--- config.mk ---
export PLATFORM = sky130hd
export DESIGN_NAME = tfc_top
export DESIGN_NICKNAME = d
export VERILOG_FILES = /design/src/verilog/tfc_pkg.sv /design/src/verilog/tfc_half_timer.sv /design/src/verilog/tfc_top.sv
export SDC_FILE = /design/constraint.sdc
export NUM_CORES = 1
export LEC_CHECK = 0
export ABC_AREA = 1
export BUFFER_PORTS_ARGS = -buffer_cell sky130_fd_sc_hd__buf_2
export CAP_MARGIN = 15
export CORE_UTILIZATION = 54
export DETAILED_ROUTE_END_ITERATION = 16
export GPL_TIMING_DRIVEN = 0
export HOLD_SLACK_MARGIN = 0.05
export PLACE_DENSITY_LB_ADDON = 0.2
export SLEW_MARGIN = 20
export SYNTH_ARGS = -nofsm -noshare
export SYNTH_HDL_FRONTEND = slang
export SYNTH_SLANG_ARGS = --single-unit
--- constraint.sdc ---
create_clock -name CLK_IN -period 3.85 [get_ports CLK_IN]
set_input_delay 0.385 -clock CLK_IN [delete_from_list [all_inputs] [get_ports CLK_IN]]
set_output_delay 0.385 -clock CLK_IN [all_outputs]
set_load 0.005 [all_outputs]
--- src/verilog/tfc_pkg.sv ---
// Package for the transfer-format control block: map, fields, types
package tfc_pkg;
   localparam int ADDR_W = 2;
   localparam int DATA_W = 8;
   // Register offsets
   localparam logic [1:0] OFF_FORMAT = 2'h0;
   localparam logic [1:0] OFF_CONTROL = 2'h1;
   localparam logic [1:0] OFF_DATA = 2'h2;
   localparam logic [1:0] OFF_STATUS = 2'h3;
   // Format register fields
   localparam int FMT_ORDER_BIT = 7;
   localparam int FMT_WAIT_BIT = 6;
   localparam int FMT_RSV_HI_BIT = 5;
   localparam int FMT_RSV_LO_BIT = 4;
   localparam int FMT_GUARD_BIT = 3;
   localparam int FMT_BC_MSB = 2;
   localparam int FMT_BC_LSB = 0;
   localparam logic [1:0] FMT_RSV_VALUE = 2'h3;
   localparam logic FMT_GUARD_READ = 1'b1;
   // Control register fields
   localparam int CTL_SYNC_BIT = 0;
   localparam int CTL_MASTER_BIT = 1;
   localparam int CTL_START_BIT = 2;
   // Status register fields
   localparam int STS_BUSY_BIT = 0;
   localparam int STS_ACK_BIT = 1;
   localparam int STS_LEN_LSB = 4;
   localparam int STS_LEN_MSB = 7;
   // Reset values
   localparam logic RST_ORDER = 1'b0;
   localparam logic RST_WAIT = 1'b0;
   localparam logic [2:0] RST_BC = 3'h0;
   localparam logic [7:0] RST_DATA = 8'h00;
   // Bit-count decoding
   localparam logic [3:0] BC_ZERO_TWO_WIRE = 4'h9;
   localparam logic [3:0] BC_ZERO_SYNC = 4'h8;
   localparam logic [3:0] BC_OFS_TWO_WIRE = 4'h1;
   // Wait length in half transfer-clock periods (two full periods)
   localparam logic [2:0] WAIT_HALVES = 3'h4;
   localparam int CLK_PERIOD_NS = 50;

   typedef struct packed {
      logic order;
      logic wait_en;
      logic [2:0] bc;
   } tfc_fmt_t;

   typedef struct packed {
      logic sync_fmt;
      logic master;
   } tfc_mode_t;

   typedef enum logic [1:0] {ST_IDLE, ST_LOW, ST_HIGH, ST_WAIT} tfc_state_t;
endpackage

--- src/verilog/tfc_half_timer.sv ---
// Half-period tick generator for the transfer clock
`timescale 1ns/1ps
module tfc_half_timer
   import tfc_pkg::*;
#(
   parameter int HALF_CYC = 4
) (
   input wire logic clk_in, // System clock
   input wire logic nrst_in, // Synchronous reset, active low
   input wire logic run_in, // Count while high, clear while low
   output logic tick_out // One-cycle pulse per half period
);
   localparam int CW = (HALF_CYC < 2) ? 1 : $clog2(HALF_CYC);
   localparam logic [CW-1:0] LAST = CW'(HALF_CYC - 1);
   logic [CW-1:0] cnt_reg;

   if (HALF_CYC < 1) begin : g_chk
      $error("HALF_CYC must be at least one");
   end

   always_ff @(posedge clk_in) begin
      if (!nrst_in || !run_in) begin
         cnt_reg <= '0;
      end else if (cnt_reg == LAST) begin
         cnt_reg <= '0;
      end else begin
         cnt_reg <= cnt_reg + 1'b1;
      end
   end

   always_ff @(posedge clk_in) begin
      if (!nrst_in) begin
         tick_out <= 1'b0;
      end else begin
         tick_out <= run_in && (cnt_reg == LAST);
      end
   end
endmodule

--- src/verilog/tfc_top.sv ---
// Transfer-format control register with a small serial shift engine
//
// The register offsets and the plain strobed port are this design's own decisions.
`timescale 1ns/1ps

module tfc_top
   import tfc_pkg::*;
#(
   parameter int HALF_CYC = 4
) (
   input wire logic CLK_IN, // System clock, 20 MHz
   input wire logic NRST_IN, // Synchronous reset, active low
   input wire logic [ADDR_W-1:0] ADDR_IN, // Register address
   input wire logic [DATA_W-1:0] WDATA_IN, // Write data
   input wire logic WR_IN, // Write strobe
   input wire logic RD_IN, // Read strobe
   output logic [DATA_W-1:0] RDATA_OUT, // Read data, cycle after strobe
   output logic SCL_OUT, // Serial clock
   output logic SDA_OUT, // Serial data drive level
   output logic SDA_OEN_OUT, // Low while driving SDA
   input wire logic SDA_IN, // Serial data pin level
   output logic BUSY_OUT // Transfer in progress
);
   if (DATA_W != 8 || ADDR_W != 2) begin : g_chk
      $error("Bus widths are fixed at 8 data and 2 address bits");
   end

   // Total bits in one transfer for a given code and format
   function automatic logic [3:0] total_bits(input logic [2:0] bc,
                                             input logic sync_fmt);
      logic [3:0] n;
      n = {1'b0, bc};
      if (bc == RST_BC) begin
         total_bits = sync_fmt ? BC_ZERO_SYNC : BC_ZERO_TWO_WIRE;
      end else begin
         total_bits = sync_fmt ? n : 4'(n + BC_OFS_TWO_WIRE);
      end
   endfunction

   tfc_fmt_t fmt_reg;
   tfc_mode_t mode_reg;
   tfc_state_t state_reg;
   logic [7:0] tx_reg;
   logic [7:0] rx_reg;
   logic [3:0] bits_left_reg;
   logic [2:0] wait_cnt_reg;
   logic ack_reg;
   logic start;
   logic tick;
   logic wait_eff;
   logic out_bit;
   logic [7:0] tx_shifted;
   logic [7:0] format_view;

   assign start = WR_IN && (ADDR_IN == OFF_CONTROL) &&
                  WDATA_IN[CTL_START_BIT] && (state_reg == ST_IDLE);
   // Only a two-wire master honours the wait bit
   assign wait_eff = fmt_reg.wait_en && mode_reg.master &&
                     !mode_reg.sync_fmt;
   assign out_bit = fmt_reg.order ? tx_reg[0] : tx_reg[7];
   assign tx_shifted = fmt_reg.order ? {1'b0, tx_reg[7:1]} :
                       {tx_reg[6:0], 1'b0};
   assign format_view = {fmt_reg.order, fmt_reg.wait_en, FMT_RSV_VALUE,
                         FMT_GUARD_READ, fmt_reg.bc};

   tfc_half_timer #(
      .HALF_CYC(HALF_CYC)
   ) tfc_half_timer_i (
      .clk_in(CLK_IN),
      .nrst_in(NRST_IN),
      .run_in(state_reg != ST_IDLE),
      .tick_out(tick)
   );

   // Format register; reserved bits have no storage
   always_ff @(posedge CLK_IN) begin
      if (!NRST_IN) begin
         fmt_reg.order <= RST_ORDER;
         fmt_reg.wait_en <= RST_WAIT;
         fmt_reg.bc <= RST_BC;
      end else if (WR_IN && ADDR_IN == OFF_FORMAT) begin
         fmt_reg.order <= WDATA_IN[FMT_ORDER_BIT];
         fmt_reg.wait_en <= WDATA_IN[FMT_WAIT_BIT];
         if (!WDATA_IN[FMT_GUARD_BIT]) begin
            fmt_reg.bc <= WDATA_IN[FMT_BC_MSB:FMT_BC_LSB];
         end
      end
   end

   // Mode register; changing it mid-transfer is the writer's problem
   always_ff @(posedge CLK_IN) begin
      if (!NRST_IN) begin
         mode_reg <= '0;
      end else if (WR_IN && ADDR_IN == OFF_CONTROL) begin
         mode_reg.sync_fmt <= WDATA_IN[CTL_SYNC_BIT];
         mode_reg.master <= WDATA_IN[CTL_MASTER_BIT];
      end
   end

   // Read port, data valid only in the cycle after the strobe
   always_ff @(posedge CLK_IN) begin
      if (!NRST_IN) begin
         RDATA_OUT <= '0;
      end else if (RD_IN) begin
         if (ADDR_IN == OFF_FORMAT) begin
            RDATA_OUT <= format_view;
         end else if (ADDR_IN == OFF_CONTROL) begin
            RDATA_OUT <= {6'h00, mode_reg.master, mode_reg.sync_fmt};
         end else if (ADDR_IN == OFF_DATA) begin
            RDATA_OUT <= rx_reg;
         end else begin
            RDATA_OUT <= {total_bits(fmt_reg.bc, mode_reg.sync_fmt),
                          2'h0, ack_reg, state_reg != ST_IDLE};
         end
      end else begin
         RDATA_OUT <= '0;
      end
   end

   // Transfer sequencer
   always_ff @(posedge CLK_IN) begin
      if (!NRST_IN) begin
         state_reg <= ST_IDLE;
         bits_left_reg <= '0;
         wait_cnt_reg <= '0;
      end else begin
         case (state_reg)
            ST_IDLE: begin
               if (start) begin
                  state_reg <= ST_LOW;
                  // Start write may switch format in the same cycle
                  bits_left_reg <= total_bits(fmt_reg.bc,
                     WDATA_IN[CTL_SYNC_BIT]);
               end
            end
            ST_LOW: begin
               if (tick) begin
                  state_reg <= ST_HIGH;
               end
            end
            ST_HIGH: begin
               if (tick) begin
                  bits_left_reg <= bits_left_reg - 1'b1;
                  if (bits_left_reg == 4'h1) begin
                     state_reg <= ST_IDLE;
                  end else if (bits_left_reg == 4'h2 && wait_eff) begin
                     // Next bit is the acknowledge: stretch before it
                     state_reg <= ST_WAIT;
                     wait_cnt_reg <= WAIT_HALVES - 1'b1;
                  end else begin
                     state_reg <= ST_LOW;
                  end
               end
            end
            ST_WAIT: begin
               if (tick) begin
                  if (wait_cnt_reg == '0) begin
                     state_reg <= ST_LOW;
                  end else begin
                     wait_cnt_reg <= wait_cnt_reg - 1'b1;
                  end
               end
            end
            default: begin
               state_reg <= ST_IDLE;
            end
         endcase
      end
   end

   // Serial clock: low in the low and wait phases, high in the high phase and in idle
   always_ff @(posedge CLK_IN) begin
      if (!NRST_IN) begin
         SCL_OUT <= 1'b1;
      end else if (state_reg == ST_LOW && tick) begin
         SCL_OUT <= 1'b1;
      end else if (start || (state_reg == ST_HIGH && tick &&
                             bits_left_reg != 4'h1)) begin
         SCL_OUT <= 1'b0;
      end else if (state_reg == ST_HIGH && tick) begin
         SCL_OUT <= 1'b1;
      end
   end

   // Data shifter and open-drain data drive
   always_ff @(posedge CLK_IN) begin
      if (!NRST_IN) begin
         tx_reg <= RST_DATA;
         SDA_OEN_OUT <= 1'b1;
      end else if (state_reg == ST_IDLE) begin
         if (WR_IN && ADDR_IN == OFF_DATA) begin
            tx_reg <= WDATA_IN;
         end
         if (start) begin
            SDA_OEN_OUT <= out_bit;
         end else begin
            SDA_OEN_OUT <= 1'b1;
         end
      end else if (state_reg == ST_HIGH && tick) begin
         tx_reg <= tx_shifted;
         if (bits_left_reg == 4'h1) begin
            SDA_OEN_OUT <= 1'b1;
         end else if (bits_left_reg == 4'h2 && !mode_reg.sync_fmt) begin
            SDA_OEN_OUT <= 1'b1; // Release for acknowledge
         end else begin
            SDA_OEN_OUT <= fmt_reg.order ? tx_reg[1] : tx_reg[6];
         end
      end
   end

   // Pin level is always low when enabled
   always_ff @(posedge CLK_IN) begin
      if (!NRST_IN) begin
         SDA_OUT <= 1'b0;
      end else begin
         SDA_OUT <= 1'b0;
      end
   end

   // Receive capture at the tick that ends each high phase
   always_ff @(posedge CLK_IN) begin
      if (!NRST_IN) begin
         rx_reg <= RST_DATA;
         ack_reg <= 1'b0;
      end else if (state_reg == ST_HIGH && tick) begin
         if (bits_left_reg == 4'h1 && !mode_reg.sync_fmt) begin
            ack_reg <= !SDA_IN;
         end else if (fmt_reg.order) begin
            rx_reg <= {SDA_IN, rx_reg[7:1]};
         end else begin
            rx_reg <= {rx_reg[6:0], SDA_IN};
         end
      end
   end

   always_ff @(posedge CLK_IN) begin
      if (!NRST_IN) begin
         BUSY_OUT <= 1'b0;
      end else begin
         BUSY_OUT <= start || (state_reg != ST_IDLE &&
                     !(state_reg == ST_HIGH && tick &&
                       bits_left_reg == 4'h1));
      end
   end

   // Checks
   int unsigned wait_len;
   localparam int unsigned WAIT_CYC = 4 * HALF_CYC;

   always_ff @(posedge CLK_IN) begin
      if (!NRST_IN || state_reg != ST_WAIT) begin
         wait_len <= 0;
      end else begin
         wait_len <= wait_len + 1;
      end
   end
endmodule

=== Word level (Yosys, flattened, before mapping) ===
Index checks and enable logic that the tools add are counted.

* Add/sub/neg operators: 4
* Eq/ne operators: 18
* Muxes and demuxes: 40
* Bitwise logic cells: 3
* Reductions and logical operators: 43

{| class="wikitable"
|+ Operator list
! operator !! count
|-
| 8-bit two-way mux || 8
|-
| 4-bit two-way mux || 6
|-
| 1-bit logical AND || 16
|-
| 3-bit two-way mux || 5
|-
| 2-bit two-way mux || 7
|-
| 1-bit two-way mux || 11
|-
| 2-bit != test (second input constant) || 5
|-
| 2-bit AND reduction || 5
|-
| 2-bit nonzero test || 5
|-
| 2-bit equality test (second input constant) || 4
|-
| 2-bit by 1-bit != test with 1-bit output (second input constant) || 4
|-
| 2-bit one-hot mux with 4 select lines || 1
|-
| 4-bit one-hot mux with 2 select lines || 1
|-
| 3-bit logical NOT || 2
|-
| 3-bit one-hot mux with 2 select lines || 1
|-
| 6-bit AND reduction || 1
|-
| 1-bit logical NOT || 5
|-
| 5-bit AND reduction || 1
|-
| 3-bit by 1-bit adder with 4-bit output (second input constant) || 1
|-
| 2-bit by 1-bit equality test with 1-bit output (second input constant) || 2
|-
| 4-bit by 1-bit equality test with 1-bit output (second input constant) || 1
|-
| 4-bit by 2-bit equality test with 1-bit output (second input constant) || 1
|-
| 2-bit logical NOT || 2
|-
| 4-bit by 1-bit != test with 1-bit output (second input constant) || 1
|-
| 7 further kinds || 12
|}

* Flip-flop bits (word level): 47
* Bits of input ports: 15
* Output and inout bits: 12
* Logic and storage cells: 125

=== Logic depth before layout (Yosys ltp) ===
* Word-level depth: 7
* Depth in mapped cells: 10

=== Cells and area by module ===
From an unflattened synthesis, not the netlist that was laid out.

* Cell total of the unflattened synthesis: 370
* Area, all modules: 2577.5 µm²

{| class="wikitable"
|+ Modules (own cells, without submodules)
! module !! instances !! cells each !! area an instance (µm²) !! sequential area each (µm²)
|-
| tfc_top || 1 || 359 || 2472.4 || 880.8
|-
| tfc_half_timer || 1 || 11 || 105.1 || 60.1
|}

=== Least setup slack after synthesis ===
OpenSTA, ideal clock, no wires.

* Path type: register to register
* Start: reg state_reg[0]
* End: reg tx_reg[0]
* Setup time: 116 ps
* Arrival time: 1311 ps
* Required time: 3734 ps
* Setup slack: 2423 ps
* Cell stages (with the launch flop): 10
* Buffers on the path: 1
* Path through: dfxtp_1 > inv_1 > ha_1 > buf_4 > inv_2 > nand2_2 > o21ai_4 > inv_2 > nor2_1 > nor2_1

* Cells in the longest elaborated chain, start to end: 4

{| class="wikitable"
|+ RTL lines
! item !! RTL line !! RTL
|-
| from (decl) || tfc_top.sv:42 || <nowiki>tfc_state_t state_reg;</nowiki>
|-
| from (signal assigned) || tfc_top.sv:123 || <nowiki>state_reg <= ST_IDLE;</nowiki>
|-
| from (signal assigned) || tfc_top.sv:130 || <nowiki>state_reg <= ST_LOW;</nowiki>
|-
| from (signal assigned) || tfc_top.sv:138 || <nowiki>state_reg <= ST_HIGH;</nowiki>
|-
| 2-bit equality test || tfc_top.sv:199 || <nowiki>end else if (state_reg == ST_HIGH && tick) begin</nowiki>
|-
| 1-bit logical AND || tfc_top.sv:199 ||
|-
| 2-bit nonzero test (no source line) || - ||
|-
| 2-bit AND reduction (no source line) || - ||
|-
| to (signal assigned) || tfc_top.sv:200 || <nowiki>tx_reg <= tx_shifted;</nowiki>
|-
| to (decl) || tfc_top.sv:43 || <nowiki>logic [7:0] tx_reg;</nowiki>
|}

Parallel ways exist; a longest one is shown, timed or not.
A chain may end at the register's enable or synchronous reset.

=== Final worst setup path ===
* Start: reg state_reg[1]
* End: reg tx_reg[4]

Same word-level chain as after synthesis.

==> results.cfg <==
[sta]
skew_ns = 0.00392
report.final.slew_viol_count = 0
hold_ws_ns = 0.299
max_slew_margin = 0.652
hold_violations = 0
tightest_slew_ns = 0.523
fmax_mhz = 597
finalSetupViolCount = 0
finalCriticalPeriod_ns = 1.68
fin_tns_setup_ns = 0
timing.final.crit_share = 0.435
grt_setup_unrepaired = false

[power_and_ir_drop]
peakVddDrop_uv = 282
power_density_nw_per_um2 = 592
leakagePower_nw = 1.32
p_total_mw = 1.72

[die]
std_cell_rows = 25
pin_count = 27
die_w_um = 71.9
dieHeight_um = 71.9
start_util = 0.558
core_area_um2 = 4720
design.die.area_um2 = 5170

[finish]
drive_gt1_frac = 0.143
final_common_cell = nand2_1
layout_common_cells = nand2_1 (88), o21ai_0 (57), dfxtp_1 (47)
nNetsFinal = 441
insertedDiodeCount = 0
fin_cells = 480
syn2layout_area_growth_pct = 10.1

[setup_path]
cp_slowest_cell = clkbuf_1
required_ns = 4.04
crit_buf_inv = 3
critPathMostFrequentCell = o21ai_0
endpoint_kind = flop
reg2reg_slack_ns = 2.17
timing_worst_setup_path_type = flop to flop
reg2reg_depth = 7
r2r_start = state_reg[1]$_SDFFE_PN0P_
critPathMaxFanout = 10
critical_path.top_delay_family = buffers and inverters
cp-startpoint = state_reg[1]$_SDFFE_PN0P_
path_cells = inv_1, ha_1, buf_4, clkbuf_1, o21ai_0, o21ai_0, nor2_1
reg2reg_to = tx_reg[4]$_SDFFE_PN0P_
max_stage_delay_ns = 0.38
startpoint_type = flop
cp.arrival_ns = 1.86

[clock_tree]
cts_tree = done
path_clk_slew_ns = 0.08
postCtsSetupBuffers = 0
cts_resized = 0
clock_path_buffers = 2
cts_buffers = 5
ctsHoldBuffers = 0
cts_root_buf = clkbuf_8
cts_max_level = 2
numClockSinks = 47
clk_latency_ns = 0.29

[global_route]
antenna_found_initial = 0
grt_pass1_vias = 2145
grt_max_degree = 13
grt_pass1_wl_um = 9660
track_usage = 0.235
overflow = 0

[drt]
vias = 2477
wirelength_um = 5780
drt_drc_violations_left = 0
drt-initial-drc-count = 151
dr.pass1.iters = 5
viasPerCell = 5.16
ant_nets = 0
wl_per_cell_um = 12.0

[min_path]
hold-path-endpoint = ack_reg$_SDFFE_PN0P_
hold_start = SDA_IN
whs_path_depth = 2
min_path_type = primary input to flop

[placement]
io_buffer_count = 22
dpl.cell_count = 474
place.gp.congestion = 0.843
hpwl_um = 4310

[logic_synthesis]
yosysWarnings = 0
synth_flop_cell = dfxtp_1
yosys_register_bits = 47
synth-edff-count = 0
async_flop_share = 0
postSynthCellCount = 385
postSynthAreaPerCell_um2 = 6.85
synth_nets = 412
synthDistinctLibCells = 34
mappedNetlistArea_um2 = 2640
ys_seq_area_frac = 0.357

[status]
status = finished clean

[job]
cap_violations = 0
[how the worst max path moves through the flow]
stage / to / slack, ns / depth (start not counted)
5_1_grt: tx_reg[3]$_SDFFE_PN0P_ / 2.03 / 9
2_1_floorplan: tx_reg[0]$_SDFFE_PN0P_ / 2.42 / 9
3_3_place_gp: tx_reg[4]$_SDFFE_PN0P_ / 2.21 / 9
4_1_cts: tx_reg[4]$_SDFFE_PN0P_ / 2.19 / 9
3_5_place_dp: tx_reg[3]$_SDFFE_PN0P_ / 2.20 / 9
6_report: tx_reg[4]$_SDFFE_PN0P_ / 2.17 / 7
[report_power, final]
part	switching, mW	internal [mW]
clock network	0.153	0.121
logic	0.517	0.286
registers	0.0617	0.580
[final cells by class]
type / instances / area [um^2]
Timing Repair Buffer: 22 / 110
Buffer: 14 / 82.6
Fill cell: 443 / 1820
Inverter: 49 / 191
Tap cell: 67 / 83.8
Clock buffer: 6 / 72.6
Sequential cell: 47 / 941
Multi-Input combinational cell: 275 / 1420
[layer usage]
layer	wire length, um	part of all wire	track usage	vias to the layer above
met4	32	0.0055	0.0501	0
met2	2640	0.46	0.379	65
met5	0	0	0	-
met1	2830	0.49	0.335	1111
li1	-	-	-	1296
met3	279	0.048	0.0338	5
[cells in the mapped netlist (3+ instances only)]
master / count / share of area
clkbuf_1: 4 / 0.0057
nand2_1: 88 / 0.13
nand2_2: 4 / 0.0095
buf_4: 5 / 0.014
inv_1: 42 / 0.060
nor2_1: 44 / 0.063
a21oi_1: 28 / 0.053
dfxtp_1: 47 / 0.36
nand2_4: 3 / 0.013
inv_2: 5 / 0.0071
nor2_4: 3 / 0.013
nand4_1: 3 / 0.0071
o211ai_1: 4 / 0.011
nand3_1: 16 / 0.030
buf_2: 3 / 0.0057
ha_1: 12 / 0.057
o21ai_0: 57 / 0.11
[metrics by stage]
step	setup slack, ns	cell area [um^2]	utilization
finish	2.17	2900	0.615
global route	2.03	2900	0.615
CTS	2.19	2900	0.615
detailed placement	2.20	2830	0.599
global placement	2.21	2830	0.599
floorplan	2.42	2640	-
[kinds of logic (layout without fill, tap and decap cells)]
| logic type | Yosys count | in the layout | share of synthesized area |
|---|---|---|---|
| compound gates | 94 | 94 | 0.191 |
| flops | 47 | 47 | 0.357 |
| simple gates | 166 | 166 | 0.283 |
| xor+xnor | 2 | 2 | 0.00664 |
| fa+ha+maj | 12 | 12 | 0.0569 |
| buf+inv | 63 | 91 | 0.104 |
| other cells | 1 | 1 | 0.00142 |
Note: power is estimated with default switching activity, not from simulation.
